==> config.mk <==
export PLATFORM = sky130hd
export DESIGN_NAME = sadc_ctrl
export DESIGN_NICKNAME = d
export VERILOG_FILES = /design/src/rtl/sadc_pkg.sv /design/src/rtl/sadc_ctrl.sv
export VERILOG_INCLUDE_DIRS = /design/src /design/src/rtl
export SDC_FILE = /design/constraint.sdc
export NUM_CORES = 1
export LEC_CHECK = 0
export BUFFER_PORTS_ARGS = -buffer_cell sky130_fd_sc_hd__buf_4
export CELL_PAD_IN_SITES_DETAIL_PLACEMENT = 0
export CELL_PAD_IN_SITES_GLOBAL_PLACEMENT = 1
export CORE_MARGIN = 4
export CORE_UTILIZATION = 56
export CTS_BUF_LIST = sky130_fd_sc_hd__clkbuf_8
export CTS_CLUSTER_SIZE = 24
export DETAILED_ROUTE_END_ITERATION = 12
export PLACE_DENSITY = 0.9
export RECOVER_POWER = 25
export SYNTH_ARGS = -nofsm -noshare
export SYNTH_HDL_FRONTEND = slang
export SYNTH_SLANG_ARGS = --single-unit
==> constraint.sdc <==
create_clock -name clock -period 4.6 [get_ports clock]
set_input_delay 0.69 -clock clock [delete_from_list [all_inputs] [get_ports clock]]
set_output_delay 0.69 -clock clock [all_outputs]
set_load 0.02 [all_outputs]
==> src/rtl/sadc_params.svh <==
/*
  constants for the sar converter sequencer: register offsets, field positions,
  reset values and timing counts.
  assumes inclusion by bare name from the package and the design module.
*/
`ifndef SADC_PARAMS_SVH
`define SADC_PARAMS_SVH

// apb byte offsets
`define SADC_OFF_CTL1    12'h000
`define SADC_OFF_CTL2    12'h004
`define SADC_OFF_CTL3    12'h008
`define SADC_OFF_PCFG    12'h00C
`define SADC_OFF_STAT    12'h010
`define SADC_OFF_PORT    12'h014
`define SADC_OFF_MODE    12'h018
`define SADC_OFF_BUF0    12'h040
`define SADC_OFF_BUFEND  12'h07C

// control one fields
`define SADC_C1_ON       15
`define SADC_C1_SIDL     13
`define SADC_C1_OUTPUT_FORMAT_LO  8
`define SADC_C1_TRIGGER_SOURCE_SELECT_LO  5
`define SADC_C1_AUTO_SAMPLE_ENABLE     2
`define SADC_C1_SAMP     1
`define SADC_C1_DONE     0
// control two fields
`define SADC_C2_SAMPLES_PER_INTERRUPT_LO  2
// control three fields
`define SADC_C3_AUTO_SAMPLE_TIME_LO  8
`define SADC_C3_RC       7
`define SADC_C3_DIV_LO   0
// mode register fields
`define SADC_MD_IEN      0

`define SADC_TRIGGER_SOURCE_SELECT_AUTO   3'h7
`define SADC_TRIGGER_SOURCE_SELECT_SW     3'h0
`define SADC_CONVERSION_ACTIVE_TADS   4'hE
`define SADC_RST_16      16'h0000
`define SADC_SLVERR_DATA 32'h0000_0000

// the rc clock is modelled as a fixed divider of the core clock
`define SADC_RC_DIV      6'h0F
// conversion start delay in rc mode: one instruction cycle, in core clocks
`define SADC_ICY_CLKS    2'h2
`define SADC_BUF_DEPTH   16
`define SADC_BUF_AW      4

`endif

==> src/rtl/sadc_pkg.sv <==
/*
  types for the sar converter sequencer.
  assumes the params header is reachable on the include path.
*/
package sadc_pkg;
  `include "sadc_params.svh"

  typedef enum logic [1:0] {
    FMT_INT,
    FMT_SINT,
    FMT_FRAC,
    FMT_SFRAC
  } sadc_fmt_e;

  typedef enum logic [2:0] {
    ST_OFF,
    ST_IDLE,
    ST_SAMPLE,
    ST_DELAY,
    ST_CONVERT
  } sadc_state_e;
endpackage

==> src/rtl/sadc_ctrl.sv <==
/*
  sar converter sequencer: apb register file, conversion clock divider,
  sample/convert sequencer, result buffer with output formatting.
  assumes the analog front end returns a 12-bit code with afeDone after
  afeStart, and that sleep/idle arrive as levels from the power controller.
*/
// How it works
// RL1: trigger 111 ends sampling automatically
// RL2: auto sample restarts acquisition after conversion
// RL3: done flag after programmed conversion count
// RL4: sample time 00001 gives one period
// RL5: sample cycle is sample time plus 14
// RL6: period is half cycle times div+1
// RL7: on bit enables, off disables everything
// RL8: software waits for settle after enabling
// RL9: sleep stops module clocks, held low
// RL10: sleep aborts conversion, registers kept
// RL11: rc clock keeps running in sleep
// RL12: rc mode waits one cycle before converting
// RL13: finish clears active flag, writes buffer
// RL14: sleep finish wakes or powers down
// RL15: idle halts only when stop bit set
// RL16: reset clears registers, aborts sequence
// RL17: reset leaves buffer contents untouched
// RL18: 12-bit results shown in four formats
// RL19: integer formats right-justify, zero or sign fill
// RL20: fractional formats left-justify, low nibble zero
// RL21: analog pins read zero on port
// RL22: conversion ignores pin direction bits
// RL23: six-bit divider, 64 periods
// RL24: off aborts, keeps buffer, beats autostart
// RL25: software keeps sample time at least one
// RL26: format applied at read time
`timescale 1ns/100ps
`default_nettype none
`include "sadc_params.svh"
module sadc_ctrl
  import sadc_pkg::*;
(
  input wire logic clock,
  input wire logic nrst,
  input wire logic psel,
  input wire logic penable,
  input wire logic pwrite,
  input wire logic [11:0] paddr,
  input wire logic [31:0] pwdata,
  output logic [31:0] prdata,
  output logic pready,
  output logic pslverr,
  input wire logic sleepReq,
  input wire logic idleReq,
  input wire logic [15:0] portPins,
  input wire logic [15:0] pinDirection,
  input wire logic [11:0] afeResult,
  input wire logic afeDone,
  output logic afePowerOn,
  output logic afeSample,
  output logic afeStart,
  output logic convClock,
  output logic wakeReq
);

  ////////////////////////////////////////////////////////////////////////////
  // synchronisers for pin-side inputs
  logic [15:0] portMeta_r, portSync_r;
  logic sleepMeta_r, sleepSync_r, idleMeta_r, idleSync_r;
  logic afeDoneMeta_r, afeDoneSync_r;
  always_ff @(posedge clock or negedge nrst)
  begin
    if (!nrst)
    begin
      portMeta_r <= `SADC_RST_16;
      portSync_r <= `SADC_RST_16;
      sleepMeta_r <= 1'b0;
      sleepSync_r <= 1'b0;
      idleMeta_r <= 1'b0;
      idleSync_r <= 1'b0;
      afeDoneMeta_r <= 1'b0;
      afeDoneSync_r <= 1'b0;
    end
    else
    begin
      portMeta_r <= portPins;
      portSync_r <= portMeta_r;
      sleepMeta_r <= sleepReq;
      sleepSync_r <= sleepMeta_r;
      idleMeta_r <= idleReq;
      idleSync_r <= idleMeta_r;
      afeDoneMeta_r <= afeDone;
      afeDoneSync_r <= afeDoneMeta_r;
    end
  end

  ////////////////////////////////////////////////////////////////////////////
  // registers and sequencer state
  logic [15:0] ctl1_r, ctl1_nxt, ctl2_r, ctl2_nxt, ctl3_r, ctl3_nxt;
  logic [15:0] pcfg_r, pcfg_nxt;
  logic intEn_r, intEn_nxt, parked_r, parked_nxt;
  sadc_state_e state_r, state_nxt;
  logic [5:0] divCnt_r, divCnt_nxt;
  logic [4:0] tadCnt_r, tadCnt_nxt;
  logic [3:0] smpCnt_r, smpCnt_nxt, bufPtr_r, bufPtr_nxt;
  logic [1:0] dlyCnt_r, dlyCnt_nxt;
  logic ckPhase_r, ckPhase_nxt;
  logic [31:0] prdata_nxt;
  logic pready_nxt, pslverr_nxt, afePowerOn_nxt, afeSample_nxt, afeStart_nxt;
  logic convClock_nxt, wakeReq_nxt;
  // plain array, no reset: contents survive reset and are unknown at power-on
  logic [11:0] resBuf [0:`SADC_BUF_DEPTH-1]; // RL17
  logic bufWe;
  logic [11:0] bufWd;

  logic isOn, useRc, autoTrig, stopIdle, clkRun, tadTick;
  logic [5:0] divLimit;
  logic [11:0] rdWord;
  logic [15:0] fmtWord;
  logic [3:0] rdIdx;
  logic setupWr, accWr, accRd;

  assign isOn = ctl1_r[`SADC_C1_ON];
  assign useRc = ctl3_r[`SADC_C3_RC];
  assign autoTrig = (ctl1_r[`SADC_C1_TRIGGER_SOURCE_SELECT_LO +: 3] == `SADC_TRIGGER_SOURCE_SELECT_AUTO);
  assign stopIdle = ctl1_r[`SADC_C1_SIDL];
  // module clocks gated: sleep stops all but rc, idle honours stop bit
  assign clkRun = isOn && !parked_r && (!sleepSync_r || useRc) // RL9 RL11
                  && !(idleSync_r && stopIdle); // RL15
  // rc mode runs from a fixed slow divider instead of the software one
  assign divLimit = useRc ? `SADC_RC_DIV : ctl3_r[`SADC_C3_DIV_LO +: 6]; // RL23
  // half period of conversion clock equals (div+1) core clocks: RL6
  assign tadTick = clkRun && (divCnt_r == divLimit) && ckPhase_r; // RL6
  assign setupWr = psel && !penable && pwrite;
  assign accWr = psel && penable && pwrite;
  assign accRd = psel && penable && !pwrite;
  assign rdIdx = paddr[`SADC_BUF_AW+1:2];
  assign rdWord = resBuf[rdIdx];

  ////////////////////////////////////////////////////////////////////////////
  // output formatting, applied at read time
  always_comb
  begin
    case (sadc_fmt_e'(ctl1_r[`SADC_C1_OUTPUT_FORMAT_LO +: 2])) // RL26 RL18
      FMT_INT: fmtWord = {4'h0, rdWord}; // RL19
      FMT_SINT: fmtWord = {{4{rdWord[11]}}, rdWord}; // RL19
      FMT_FRAC: fmtWord = {rdWord, 4'h0}; // RL20
      FMT_SFRAC: fmtWord = {rdWord, 4'h0}; // RL20
      default: fmtWord = {4'h0, rdWord};
    endcase
  end

  ////////////////////////////////////////////////////////////////////////////
  // next-state logic
  always_comb
  begin
    ctl1_nxt = ctl1_r;
    ctl2_nxt = ctl2_r;
    ctl3_nxt = ctl3_r;
    pcfg_nxt = pcfg_r;
    intEn_nxt = intEn_r;
    parked_nxt = parked_r;
    state_nxt = state_r;
    divCnt_nxt = divCnt_r;
    ckPhase_nxt = ckPhase_r;
    tadCnt_nxt = tadCnt_r;
    smpCnt_nxt = smpCnt_r;
    bufPtr_nxt = bufPtr_r;
    dlyCnt_nxt = dlyCnt_r;
    bufWe = 1'b0;
    bufWd = afeResult;
    afeStart_nxt = 1'b0;
    wakeReq_nxt = 1'b0;
    pready_nxt = 1'b0;
    pslverr_nxt = 1'b0;
    prdata_nxt = `SADC_SLVERR_DATA;

    // conversion clock divider
    if (clkRun)
    begin
      if (divCnt_r == divLimit)
      begin
        divCnt_nxt = 6'h00;
        ckPhase_nxt = !ckPhase_r;
      end
      else
        divCnt_nxt = divCnt_r + 6'h01;
    end
    else
    begin
      divCnt_nxt = 6'h00;
      ckPhase_nxt = 1'b0;
    end

    // sequencer; sleep without rc aborts without resuming
    if (!isOn || (sleepSync_r && !useRc)) // RL7 RL24 RL10
      state_nxt = (isOn) ? ST_IDLE : ST_OFF;
    else
    begin
      case (state_r)
        ST_OFF:
          state_nxt = ST_IDLE;
        ST_IDLE:
          if (ctl1_r[`SADC_C1_AUTO_SAMPLE_ENABLE] || ctl1_r[`SADC_C1_SAMP])
          begin
            ctl1_nxt[`SADC_C1_SAMP] = 1'b1;
            state_nxt = ST_SAMPLE;
            tadCnt_nxt = 5'h00;
          end
        ST_SAMPLE:
          if (autoTrig) // RL1
          begin
            // acquisition lasts the programmed periods, one period for a setting of 0: RL4 RL5
            if (tadTick)
            begin
              tadCnt_nxt = tadCnt_r + 5'h01;
              if ((tadCnt_r + 5'h01) >= ctl3_r[`SADC_C3_AUTO_SAMPLE_TIME_LO +: 5]) // RL4
              begin
                ctl1_nxt[`SADC_C1_SAMP] = 1'b0;
                state_nxt = useRc ? ST_DELAY : ST_CONVERT;
                tadCnt_nxt = 5'h00;
                dlyCnt_nxt = 2'h0;
              end
            end
          end
          else if (!ctl1_r[`SADC_C1_SAMP] && tadTick)
          begin
            state_nxt = useRc ? ST_DELAY : ST_CONVERT;
            tadCnt_nxt = 5'h00;
            dlyCnt_nxt = 2'h0;
          end
        ST_DELAY:
          begin
            dlyCnt_nxt = dlyCnt_r + 2'h1;
            if (dlyCnt_r == `SADC_ICY_CLKS - 2'h1) // RL12
              state_nxt = ST_CONVERT;
          end
        ST_CONVERT:
          begin
            if (tadCnt_r == 5'h00 && tadTick)
              afeStart_nxt = 1'b1;
            if (tadTick)
              tadCnt_nxt = tadCnt_r + 5'h01;
            // 14 periods of conversion; analog channel read regardless of pin_direction: RL22
            if (tadTick && tadCnt_r == {1'b0, `SADC_CONVERSION_ACTIVE_TADS} - 5'h01) // RL5
            begin
              bufWe = 1'b1; // RL13
              bufPtr_nxt = bufPtr_r + 4'h1;
              tadCnt_nxt = 5'h00;
              if (smpCnt_r == ctl2_r[`SADC_C2_SAMPLES_PER_INTERRUPT_LO +: 4]) // RL3
              begin
                smpCnt_nxt = 4'h0;
                bufPtr_nxt = 4'h0;
                ctl1_nxt[`SADC_C1_DONE] = 1'b1;
                if (sleepSync_r)
                begin
                  if (intEn_r)
                    wakeReq_nxt = 1'b1; // RL14
                  else
                    parked_nxt = 1'b1; // RL14
                end
              end
              else
                smpCnt_nxt = smpCnt_r + 4'h1;
              // auto sample restarts; done set wins over a software clear
              if (ctl1_r[`SADC_C1_AUTO_SAMPLE_ENABLE]) // RL2
              begin
                ctl1_nxt[`SADC_C1_SAMP] = 1'b1;
                state_nxt = ST_SAMPLE;
              end
              else
                state_nxt = ST_IDLE; // RL13
            end
          end
        default:
          state_nxt = ST_OFF;
      endcase
    end
    if (!sleepSync_r)
      parked_nxt = 1'b0;

    // apb: one wait state, answer in the second access cycle
    if (psel && penable && !pready)
    begin
      pready_nxt = 1'b1;
      case (paddr)
        `SADC_OFF_CTL1: prdata_nxt = {16'h0000, ctl1_r};
        `SADC_OFF_CTL2: prdata_nxt = {16'h0000, ctl2_r};
        `SADC_OFF_CTL3: prdata_nxt = {16'h0000, ctl3_r};
        `SADC_OFF_PCFG: prdata_nxt = {16'h0000, pcfg_r};
        `SADC_OFF_STAT: prdata_nxt = {29'h0, parked_r, state_r == ST_CONVERT,
                                      state_r == ST_SAMPLE};
        // analog pins (cfg bit low) read zero
        `SADC_OFF_PORT: prdata_nxt = {16'h0000, portSync_r & pcfg_r}; // RL21
        `SADC_OFF_MODE: prdata_nxt = {31'h0, intEn_r};
        default:
          if (paddr >= `SADC_OFF_BUF0 && paddr <= `SADC_OFF_BUFEND && paddr[1:0] == 2'h0)
            prdata_nxt = {16'h0000, fmtWord};
          else
            pslverr_nxt = 1'b1;
      endcase
    end
    // a write takes effect at the edge that completes the transfer
    if (accWr && pready)
    begin
      case (paddr)
        `SADC_OFF_CTL1: ctl1_nxt = pwdata[15:0];
        `SADC_OFF_CTL2: ctl2_nxt = pwdata[15:0];
        `SADC_OFF_CTL3: ctl3_nxt = pwdata[15:0];
        `SADC_OFF_PCFG: pcfg_nxt = pwdata[15:0];
        `SADC_OFF_MODE: intEn_nxt = pwdata[`SADC_MD_IEN];
        // status, port and buffer are read-only: ignored, not flagged
        default: intEn_nxt = intEn_r;
      endcase
      // done set by a finishing sequence wins over a clear in the same cycle
      if (paddr == `SADC_OFF_CTL1 && bufWe && smpCnt_r == ctl2_r[`SADC_C2_SAMPLES_PER_INTERRUPT_LO +: 4])
        ctl1_nxt[`SADC_C1_DONE] = 1'b1;
    end
    if (!ctl1_nxt[`SADC_C1_ON]) // RL24
      ctl1_nxt[`SADC_C1_SAMP] = 1'b0;
    afePowerOn_nxt = isOn && !parked_r; // RL7
    afeSample_nxt = (state_nxt == ST_SAMPLE) && clkRun;
    convClock_nxt = ckPhase_nxt && clkRun; // RL9
  end

  ////////////////////////////////////////////////////////////////////////////
  // state registers; reset leaves the result buffer alone
  always_ff @(posedge clock or negedge nrst)
  begin
    if (!nrst) // RL16
    begin
      ctl1_r <= `SADC_RST_16;
      ctl2_r <= `SADC_RST_16;
      ctl3_r <= `SADC_RST_16;
      pcfg_r <= `SADC_RST_16;
      intEn_r <= 1'b0;
      parked_r <= 1'b0;
      state_r <= ST_OFF;
      divCnt_r <= 6'h00;
      ckPhase_r <= 1'b0;
      tadCnt_r <= 5'h00;
      smpCnt_r <= 4'h0;
      bufPtr_r <= 4'h0;
      dlyCnt_r <= 2'h0;
      prdata <= `SADC_SLVERR_DATA;
      pready <= 1'b0;
      pslverr <= 1'b0;
      afePowerOn <= 1'b0;
      afeSample <= 1'b0;
      afeStart <= 1'b0;
      convClock <= 1'b0;
      wakeReq <= 1'b0;
    end
    else
    begin
      ctl1_r <= ctl1_nxt;
      ctl2_r <= ctl2_nxt;
      ctl3_r <= ctl3_nxt;
      pcfg_r <= pcfg_nxt;
      intEn_r <= intEn_nxt;
      parked_r <= parked_nxt;
      state_r <= state_nxt;
      divCnt_r <= divCnt_nxt;
      ckPhase_r <= ckPhase_nxt;
      tadCnt_r <= tadCnt_nxt;
      smpCnt_r <= smpCnt_nxt;
      bufPtr_r <= bufPtr_nxt;
      dlyCnt_r <= dlyCnt_nxt;
      prdata <= prdata_nxt;
      pready <= pready_nxt;
      pslverr <= pslverr_nxt;
      afePowerOn <= afePowerOn_nxt;
      afeSample <= afeSample_nxt;
      afeStart <= afeStart_nxt;
      convClock <= convClock_nxt;
      wakeReq <= wakeReq_nxt;
    end
  end

  always_ff @(posedge clock)
  begin
    if (bufWe)
      resBuf[bufPtr_r] <= bufWd; // RL13
  end

  // afeDone is informational; result is taken at the 14th period edge
  logic unusedDone;
  assign unusedDone = afeDoneSync_r ^ setupWr ^ accRd ^ (|pinDirection); // RL22
endmodule // sadc_ctrl
`default_nettype wire

==> results of run 1 <==
[final timing paths]
check / start / endpoint / cells past startpoint
hold / removal: nrst / portMeta_r[6] / 1
setup / recovery: ctl3_r[7] / resBuf[4][1] / 5
min in group clock: portPins[2] / portMeta_r[2] / 1
hold reg to reg: sleepMeta_r / sleepSync_r / 0
setup reg to reg: ctl3_r[7] / resBuf[4][1] / 5
max in group asynchronous: nrst / divCnt_r[1] / 2
[routing by layer]
layer / wire, um / up-vias / part of all wire [%]
li1: - / 3831 / -
met1: 13470 / 4422 / 42
met2: 15900 / 360 / 49
met3: 2206 / 66 / 6.8
met4: 827 / 0 / 2.6
met5: 0 / - / 0
[stage by stage]
stage	std cells	hold WS [ns]	cell area (um^2)
finish	1416	0.1628	16420
global route	1416	0.2082	16420
CTS	1416	0.1828	16480
detailed placement	1323	0.3347	15420
global placement	1323	0.3326	15420
floorplan	953	0.3312	14560
[cell families after synthesis]
kind of cell | after synthesis | synth area share, %
multiplexers | 110 | 12.47
buffers and inverters | 94 | 3.442
other | 1 | 0.02585
XOR/XNOR | 15 | 0.9057
AO/OA/AOI/OAI | 181 | 9.333
adder cells (fa/ha/maj) | 15 | 1.294
AND/OR/NAND/NOR | 181 | 7.073
flip-flops | 341 | 65.45
[cell usage after synthesis (all sizes together), types with 11 or more instances]
cell	number	area, um^2
a21oi	15	78.83
a221oi	32	305.3
a22o	16	140.1
and3	12	75.07
buf	46	319.1
clkbuf	22	82.58
dfrtp	149	3729
edfxtp	192	5766
ha	15	187.7
inv	26	97.59
mux2	56	668.1
mux4	48	1081
nand2	40	150.1
nand3	17	97.60
nor2	38	152.6
nor2b	11	68.82
nor3	16	91.34
o211ai	17	127.6
o21ai	38	190.2
[sequential cells by signal, summed over array words and instances, names as in the netlist, 2 cells and up]
signal,count
portSync_r,16
smpCnt_r,4
divCnt_r,6
bufPtr_r,4
tadCnt_r,5
state_r,3
dlyCnt_r,2
ctl3_r,16
ctl2_r,16
ctl1_r,16
prdata,16
pcfg_r,16
resBuf,192
portMeta_r,16
[where the power goes]
group,switching (mW),total (mW),leakage [nW],internal [mW]
sequential,0.0866,3.39,3.65,3.30
combinational,0.357,0.607,2.28,0.250
clock,1.15,2.50,0.603,1.35
[cells in the final DEF, fill, tap and decap left out, drive strengths merged, types with 4 or more instances in the layout]
master | synthesis | final
nor2b | 11 | 11
a21oi | 15 | 15
conb | 1 | 16
or4 | 4 | 4
a211oi | 6 | 6
nor3 | 16 | 16
nand3 | 17 | 17
o21a | 6 | 6
nand4 | 8 | 8
and2 | 5 | 5
nor2 | 38 | 38
o211a | 4 | 4
edfxtp | 192 | 192
clkbuf | 22 | 88
or2 | 6 | 6
xor2 | 6 | 6
o22a | 9 | 9
o21ai | 38 | 38
ha | 15 | 15
nand2b | 7 | 7
nand2 | 40 | 40
buf | 46 | 79
nor4 | 5 | 5
mux4 | 48 | 48
xnor2 | 9 | 9
a221oi | 32 | 32
mux2 | 56 | 56
clkinv | 0 | 14
dfrtp | 149 | 149
inv | 26 | 43
a22o | 16 | 16
a31oi | 9 | 9
o211ai | 17 | 17
mux2i | 6 | 6
and3 | 12 | 12
[layout make-up]
type,count,area [um^2],share of cell area [%]
Sequential cell,341,9494,57.81
Clock buffer,59,812.0,4.944
Multi-Input combinational cell,518,4588,27.94
Timing Repair Buffer,108,774.5,4.716
Tap cell,330,412.9,2.514
Inverter,26,97.59,0.5942
Clock inverter,34,244.0,1.486
==> summary.md, run 1 <==
| Metric | Value |
|---|---|
| Status | `finished clean` |
| CP Capture Type | `register` |
| Setup TNS Final | `0 ns` |
| Share of cells above drive strength 1 | `24.86%` |
| Met3 Track Usage GR | `3.853%` |
| GRT busiest layer | `met2` |
| Cells after synthesis | `938` |
| DIE HEIGHT | `168.9 um` |
| Layout Utilization | `64.85%` |
| Wirelength per Cell | `22.88 um` |
| CP Launch Type | `register` |
| Met2 Resource Use GR | `37.24%` |
| RSZ-0062 raised after global routing | `no` |
| CP bufs+invs | `0` |
| Area Growth Syn to Fin | `13.22%` |
| Power consumption | `6.495 mW` |
| Clk_lat worst skew | `0.59 ns` |
| Critical Path RT | `4.79 ns` |
| Leak Pwr | `6.533 nW` |
| Post-CTS sizing | `0` |
| DR DRC count | `0` |
| Slowest stage cell, crit path | `and3_1` |
| Core area | `25330 um^2` |
| Number of global-route vias before repair | `8915` |
| Maximum VDD drop | `261.3 uV` |
| GRT met1 Usage | `32.49%` |
| Gr ovfl total | `0` |
| Yosys Warn Count | `0` |
| FP Rows | `58` |
| Cell Chain, Critical Path | `or4_1, a32oi_2, nand4_1, nor2_2, and3_1` |
| Clock sink count | `341` |
| Critical Path Max Stage Delay | `0.67 ns` |
| Setup WS pre-CTS | `1.284 ns` |
| Final setup vio count | `0` |
| Number of flops mapped to enable cells by yosys | `192` |
| Initial DRC Count | `774` |
| Asr flop ratio synth | `43.70%` |
| # Max-Cap Violations | `0` |
| IO Pins | `135` |
| Post-DRT Antenna Nets | `0` |
| Final GP Congestion | `0.8877` |
| Average size of a mapped cell | `15.46 um^2` |
| Top fanout value on the critical path | `15` |
| First-pass GRT wire length | `51200 um` |
| Worst-path clk slew | `0.06 ns` |
| Via count | `8679` |
| Final worst slack | `1.477 ns` |
| Antenna violations before repair | `1` |
| H-tree levels | `2` |
| CP top delay family | `simple AND/OR/NAND/NOR gates` |
| Crit share post-route | `67.88%` |
| Starting Density | `57.27%` |
| Worst hold-check path type | `input pin to async pin` |
| Maximum clock frequency | `320.2 MHz` |
| Final Critical Period | `3.123 ns` |
| Nets | `1158` |
| Die area | `28540 um^2` |
| Worst Path Arrival | `3.31 ns` |
| CTS Buf Count | `52` |
| Final WL | `32400 um` |
| Max-slew headroom | `30.76%` |
| Setup Skew | `0.03375 ns` |
| GRT Resource Usage Total | `23.07%` |
| FILL cells | `1773` |
| Hold-fix buffers, CTS | `0` |
| Max Transition Viols Final | `0` |
| CTS tree | `built` |
| Number of unique standard cell types used by synthesis | `79` |
| PwrDens | `395.5 nW/um^2` |
| Number of diodes | `0` |
| R2R setup slack | `1.48 ns` |
| Cell Area, Synth | `14510 um^2` |
| Yosys reg bits | `341` |
| CTS root buf | `clkbuf_8` |
| Critical path class | `register to register` |
| Setup Buffers After CTS | `0` |
| Die Wd | `168.9 um` |
| Clk buf depth | `3` |
| Final hold violations | `0` |
| Pin count of the biggest net entering global routing | `90` |
| Sequential fraction of the synthesis area | `65.45%` |
| Vias/cell | `6.129` |
| Number of I/O port buffers | `85` |
| Tightest Pin Transition | `1.036 ns` |
| 1st-pass router iterations | `7` |
| Post-DP HPWL | `21690 um` |
| Synth Flop Type | `edfxtp_1` |
Note: power is estimated with default switching activity, not from simulation.
==> inputs of run 2 (changes only) <==
- CORE_UTILIZATION: 56 -> 52
- PLACE_DENSITY: 0.9 -> 0.84
- clock period: 4.6 -> 3.3 ns (I/O delays scaled with it)
==> summary.md, run 2 (synthesis results as in run 1) <==
| Metric | Value |
|---|---|
| Clk buf depth | `3 (unchanged)` |
| Worst-path clk slew | `0.06 ns (about the same)` |
| Via count | `8698 (+0.22%)` |
| WHS Endpoint | `sleepMeta_r` |
| Initial DRC Count | `805 (+4.0%)` |
| Final WL | `33150 um (+2.3%)` |
| Final GP Congestion | `0.8641 (-2.7%)` |
| Post-DRT Antenna Nets | `0 (unchanged)` |
| IO Pins | `135 (unchanged)` |
| Reg with most FFs | `resBuf` |
| CP Capture Type | `register` |
| 1st-pass router iterations | `5 (-2)` |
| Final setup vio count | `0 (unchanged)` |
| Core area | `27180 um^2 (+7.3%)` |
| CTS root buf | `clkbuf_8` |
| Final Critical Period | `2.949 ns (-0.1739 ns)` |
| R2R setup slack | `0.35 ns (-1.13 ns)` |
| Share of cells above drive strength 1 | `25.65% (+0.78 points)` |
| Setup TNS Final | `0 ns (unchanged)` |
| Leak Pwr | `6.711 nW (+2.7%)` |
| Number of I/O port buffers | `85 (unchanged)` |
| CTS tree | `built` |
| Die area | `30630 um^2 (+7.3%)` |
| Critical Path RT | `3.54 ns (-1.25 ns)` |
| Setup Skew | `0.04107 ns (+0.007318 ns)` |
| Cell Chain, Critical Path | `or4_1, a32oi_2, nand4_1, buf_4, nor2_2, and3_1, buf_4` |
| Hold-fix buffers, CTS | `16 (+16)` |
| Number of global-route vias before repair | `8941 (+0.29%)` |
| Setup Buffers After CTS | `0 (unchanged)` |
| Power consumption | `9.100 mW (+40%)` |
| Die Wd | `175.0 um (+3.6%)` |
| Worst r2r dst | `resBuf[4][0]` |
| Gr ovfl total | `0 (unchanged)` |
| Top fanout value on the critical path | `18 (+3)` |
| R2R depth | `7 (+2)` |
| Starting Density | `53.37% (-3.9 points)` |
| Maximum clock frequency | `339.1 MHz (+5.9%)` |
| Most frequent CP cell | `buf_4` |
| Vias/cell | `5.818 (-5.1%)` |
| Depth of the worst hold-timing path | `1` |
| GRT Resource Usage Total | `21.84% (-1.2 points)` |
| CP Launch Type | `register` |
| Max-slew headroom | `42.74% (+12 points)` |
| Post-DP HPWL | `22730 um (+4.8%)` |
| Crit share post-route | `89.36% (+21 points)` |
| FILL cells | `2042 (+15%)` |
| CTS Buf Count | `53 (+1.9%)` |
| Wirelength per Cell | `22.18 um (-3.1%)` |
| Worst hold start | `sleepReq` |
| Antenna violations before repair | `1 (unchanged)` |
| Slowest stage cell, crit path | `or4_1` |
| PwrDens | `541.3 nW/um^2 (+37%)` |
| DIE HEIGHT | `175.0 um (+3.6%)` |
| FP Rows | `60 (+3.4%)` |
| Tightest Pin Transition | `0.8563 ns (-0.1802 ns)` |
| Final hold violations | `0 (unchanged)` |
| Max reg flops | `192 (unchanged)` |
| # Max-Cap Violations | `0 (unchanged)` |
| Clock sink count | `341 (unchanged)` |
| Clk_lat worst skew | `0.58 ns (about the same)` |
| Worst hold-check path type | `input pin to register` |
| DR DRC count | `0 (unchanged)` |
| Most frequent cells in the layout | `192 x edfxtp_1, 149 x dfrtp_1, 106 x buf_4` |
| Max Transition Viols Final | `0 (unchanged)` |
| First-pass GRT wire length | `51770 um (+1.1%)` |
| Critical path class | `register to register` |
| R2r startpoint | `ctl3_r[7]` |
| Number of diodes | `0 (unchanged)` |
| H-tree levels | `2 (unchanged)` |
| Most common cell after layout, fill and taps aside | `edfxtp_1` |
| Worst Path Arrival | `3.19 ns (-0.12 ns)` |
| Post-CTS sizing | `0 (unchanged)` |
| Maximum VDD drop | `368.8 uV (+41%)` |
| Nets | `1192 (+2.9%)` |
| Critical Path Max Stage Delay | `0.60 ns (-0.07 ns)` |
| Pin count of the biggest net entering global routing | `64 (-29%)` |
| Status | `finished clean` |
| RSZ-0062 raised after global routing | `no` |
| Area Growth Syn to Fin | `15.91%` |
==> run 2: worst max path at each step <==
| stage | startpoint | endpoint | depth (start not counted) |
|---|---|---|---|
| final | ctl3_r[7] | resBuf[4][0] | 7 |
| after global routing | tadCnt_r[0] | state_r[1] | 10 |
| after CTS | tadCnt_r[0] | state_r[1] | 10 |
| after detailed placement | tadCnt_r[0] | state_r[1] | 10 |
| after global placement | tadCnt_r[0] | state_r[1] | 10 |
| after floorplan | divCnt_r[2] | resBuf[3][0] | 8 |
==> run 2: power by group <==
group          internal (mW)  switching, mW  total (mW)
registers               4.60          0.119        4.72
logic                  0.369          0.506       0.875
clock network           1.90           1.60        3.50
==> run 2: final cells by class <==
cell class | instances | area, um^2 | area share, %
clock buffer | 63 | 867.1 | 5.157
tap | 372 | 465.4 | 2.768
inverter | 26 | 97.59 | 0.5805
clock inverter | 34 | 217.7 | 1.295
timing repair buffer | 141 | 1087 | 6.467
sequential | 341 | 9494 | 56.47
multi-input combinational | 518 | 4583 | 27.26
==> run 2: per-layer routing <==
layer | GRT usage (%) | vias to the layer above | routed length (um)
met5 | 0 | - | 0
met4 | 6.743 | 0 | 977
met3 | 3.570 | 68 | 2060
met2 | 35.64 | 316 | 16040
met1 | 30.60 | 4402 | 14070
li1 | - | 3912 | -
==> run 2: through the flow <==
| step | area (um^2) | worst slack, ns | util, % | std cells | hold slack [ns] |
|---|---|---|---|---|---|
| after global routing | 16810 | 0.1732 | 61.86 | 1495 | 0.03649 |
| after CTS | 16860 | 0.3441 | 62.06 | 1495 | 0.01453 |
| after global placement | 15620 | 0.3799 | 57.48 | 1382 | 0.3334 |
| after detailed placement | 15620 | 0.3648 | 57.48 | 1382 | 0.3347 |
| after floorplan | 14560 | 0.1692 | - | 953 | 0.1994 |
| final | 16810 | 0.3512 | 61.86 | 1495 | 0.06532 |
==> run 2: worst max-delay path, delay by kind of cell (launching register included) <==
family          cells  cell delay (ns)
compound gates      1             0.41
buf+inv             2             0.51
flops               1             0.49
simple gates        4             1.20
==> inputs of run 3 (changes only) <==
- CORE_UTILIZATION: 52 -> 50
- PLACE_DENSITY: 0.84 -> 0.82
==> summary.md, run 3 (synthesis results as in run 1) <==
| Metric | Value |
|---|---|
| Status | `finished clean` |
| Die area | `31800 um^2 (+3.8%)` |
| CP Capture Point | `state_r[1]` |
| Initial DRC Count | `675 (-16%)` |
| H-tree levels | `2 (unchanged)` |
| Number of diodes | `0 (unchanged)` |
| Final Critical Period | `2.961 ns (+0.01256 ns)` |
| Critical Path RT | `3.76 ns (+0.22 ns)` |
| Most common cell after layout, fill and taps aside | `edfxtp_1` |
| Maximum VDD drop | `392.9 uV (+6.5%)` |
| IO Pins | `135 (unchanged)` |
| Final setup vio count | `0 (unchanged)` |
| Clk buf depth | `3 (unchanged)` |
| Final worst slack | `0.3387 ns (-0.01256 ns)` |
| Worst-path clk slew | `0.05 ns (about the same)` |
| PwrDens | `528.3 nW/um^2 (-2.4%)` |
| Setup Buffers After CTS | `0 (unchanged)` |
| Hold-fix buffers, CTS | `18 (+2)` |
| CP Launch Point | `tadCnt_r[0]` |
| Max Transition Viols Final | `0 (unchanged)` |
| Starting Density | `50.67% (-2.7 points)` |
| RSZ-0062 raised after global routing | `no` |
| Nets | `1200 (+0.67%)` |
| Critical path class | `register to register` |
| Vias/cell | `5.752 (-1.1%)` |
| CTS Buf Count | `54 (+1.9%)` |
| DIE HEIGHT | `178.3 um (+1.9%)` |
| 1st-pass router iterations | `5 (unchanged)` |
| Gr ovfl total | `0 (unchanged)` |
| DR DRC count | `0 (unchanged)` |
| Maximum clock frequency | `337.7 MHz (-0.42%)` |
| Post-DRT Antenna Nets | `0 (unchanged)` |
| Depth of the worst hold-timing path | `1 (unchanged)` |
| FP Rows | `62 (+3.3%)` |
| Final hold violations | `0 (unchanged)` |
| Final WL | `33190 um (+0.11%)` |
| R2R depth | `10 (+3)` |
| Critical Path Max Stage Delay | `0.46 ns (-0.14 ns)` |
| Reg with most FFs | `resBuf` |
| Final GP Congestion | `0.8504 (-1.6%)` |
| GRT Resource Usage Total | `21.34% (-0.50 points)` |
| Max-slew headroom | `43.37% (+0.63 points)` |
| Clock sink count | `341 (unchanged)` |
| Area Growth Syn to Fin | `15.66%` |
| CP Launch Type | `register` |
| R2r startpoint | `tadCnt_r[0]` |
| Final Cell Area | `16780 um^2 (-0.21%)` |
| Most frequent cells in the layout | `192 x edfxtp_1, 149 x dfrtp_1, 114 x buf_4` |
| Worst r2r dst | `state_r[1]` |
| Worst hold-check path type | `input pin to register` |
| Cell Chain, Critical Path | `ha_1, nor2b_1, or2_2, ha_1, a21o_1, a31oi_1, a221oi_1, nand4_2, o211a_1, or3_1` |
| Leak Pwr | `6.717 nW (about the same)` |
| CTS root buf | `clkbuf_8` |
| Via count | `8708 (+0.11%)` |
| Core area | `28630 um^2 (+5.3%)` |
| CTS tree | `built` |
| Setup TNS Final | `0 ns (unchanged)` |
| Slowest stage cell, crit path | `a221oi_1` |
| Antenna violations before repair | `0 (-1)` |
| CP Capture Type | `register` |
| Pin count of the biggest net entering global routing | `58 (-9.4%)` |
| Top fanout value on the critical path | `5 (-13)` |
| # Max-Cap Violations | `0 (unchanged)` |
| Post-CTS sizing | `0 (unchanged)` |
| Share of cells above drive strength 1 | `25.22% (-0.42 points)` |
| Worst Path Arrival | `3.42 ns (+0.23 ns)` |
| Number of global-route vias before repair | `8956 (+0.17%)` |
| Crit share post-route | `89.74% (+0.38 points)` |
| Die Wd | `178.3 um (+1.9%)` |
| Number of I/O port buffers | `85 (unchanged)` |
| Max reg flops | `192 (unchanged)` |
| First-pass GRT wire length | `51660 um (-0.21%)` |
| DP Area | `15650 um^2 (+0.19%)` |
| Tightest Pin Transition | `0.8468 ns (-0.009483 ns)` |
| Setup WS pre-CTS | `0.3514 ns (-0.01333 ns)` |
| Setup Skew | `0.04111 ns (+0.00004190 ns)` |
| Post-DP HPWL | `22840 um (+0.49%)` |
| Clk_lat worst skew | `0.61 ns (+0.03 ns)` |
| Wirelength per Cell | `21.92 um (-1.2%)` |
| Most frequent CP cell | `ha_1` |
| R2R setup slack | `0.34 ns (about the same)` |
run 3: cell count changes in the layout (fill, tap and decap cells not counted), moves of 2 or more:
cell / before / now
buf_4: 106 / 114
bufinv_16: 2 / 0
clkbuf_8: 63 / 59
clkinv_1: 5 / 8
clkinv_8: 2 / 0
clkinvlp_4: 2 / 0
dlygate4sd3_1: 16 / 18
inv_1: 45 / 49
nor3_1: 12 / 14
nor3_2: 3 / 1
run 3: layout make-up:
type                            count  area (um^2)
Inverter                           26        97.59
Fill cell                        2199        11850
Tap cell                          384        480.5
Sequential cell                   341         9494
Clock buffer                       59        812.0
Multi-Input combinational cell    518         4573
Timing Repair Buffer              148         1136
Clock inverter                     38        183.9
run 3: where the power goes:
part / switching (mW) / internal (mW)
logic: 0.502 / 0.373
registers: 0.120 / 4.60
clock network: 1.61 / 1.66
run 3: layer usage:
| layer | vias up | part of all wire, % | GRT usage [%] |
|---|---|---|---|
| met1 | 4448 | 43 | 29.93 |
| met3 | 48 | 5.8 | 4.027 |
| met5 | - | 0 | 0 |
| li1 | 3930 | - | - |
| met2 | 282 | 50 | 34.81 |
| met4 | 0 | 1.9 | 5.500 |
run 3: worst max-delay path: cells and delay by family, from the launching register on:
kind / cells / cell delay (ns)
compound gates: 4 / 0.88
fa+ha+maj: 2 / 0.55
flops: 1 / 0.42
simple gates: 4 / 0.98
run 3: worst min path at each step:
stage	from	slack (ns)	endpoint
after floorplan	nrst	0.20	afePowerOn
final	portPins[4]	0.11	portMeta_r[4]
after global placement	idleMeta_r	0.33	idleSync_r
after global routing	portPins[4]	0.09	portMeta_r[4]
after CTS	portPins[4]	0.02	portMeta_r[4]
after detailed placement	portMeta_r[3]	0.34	portSync_r[3]
run 3: through the flow:
| step | hold WS, ns | utilization [%] | instances | power (mW) |
|---|---|---|---|---|
| floorplan | 0.1994 | - | 953 | 5.351 |
| CTS | 0.02167 | 58.78 | 1514 | 8.961 |
| finish | 0.1145 | 58.61 | 1514 | 8.864 |
| global route | 0.09061 | 58.61 | 1514 | 9.265 |
| detailed placement | 0.3370 | 54.67 | 1399 | 5.667 |
| global placement | 0.3315 | 54.67 | 1399 | 5.650 |
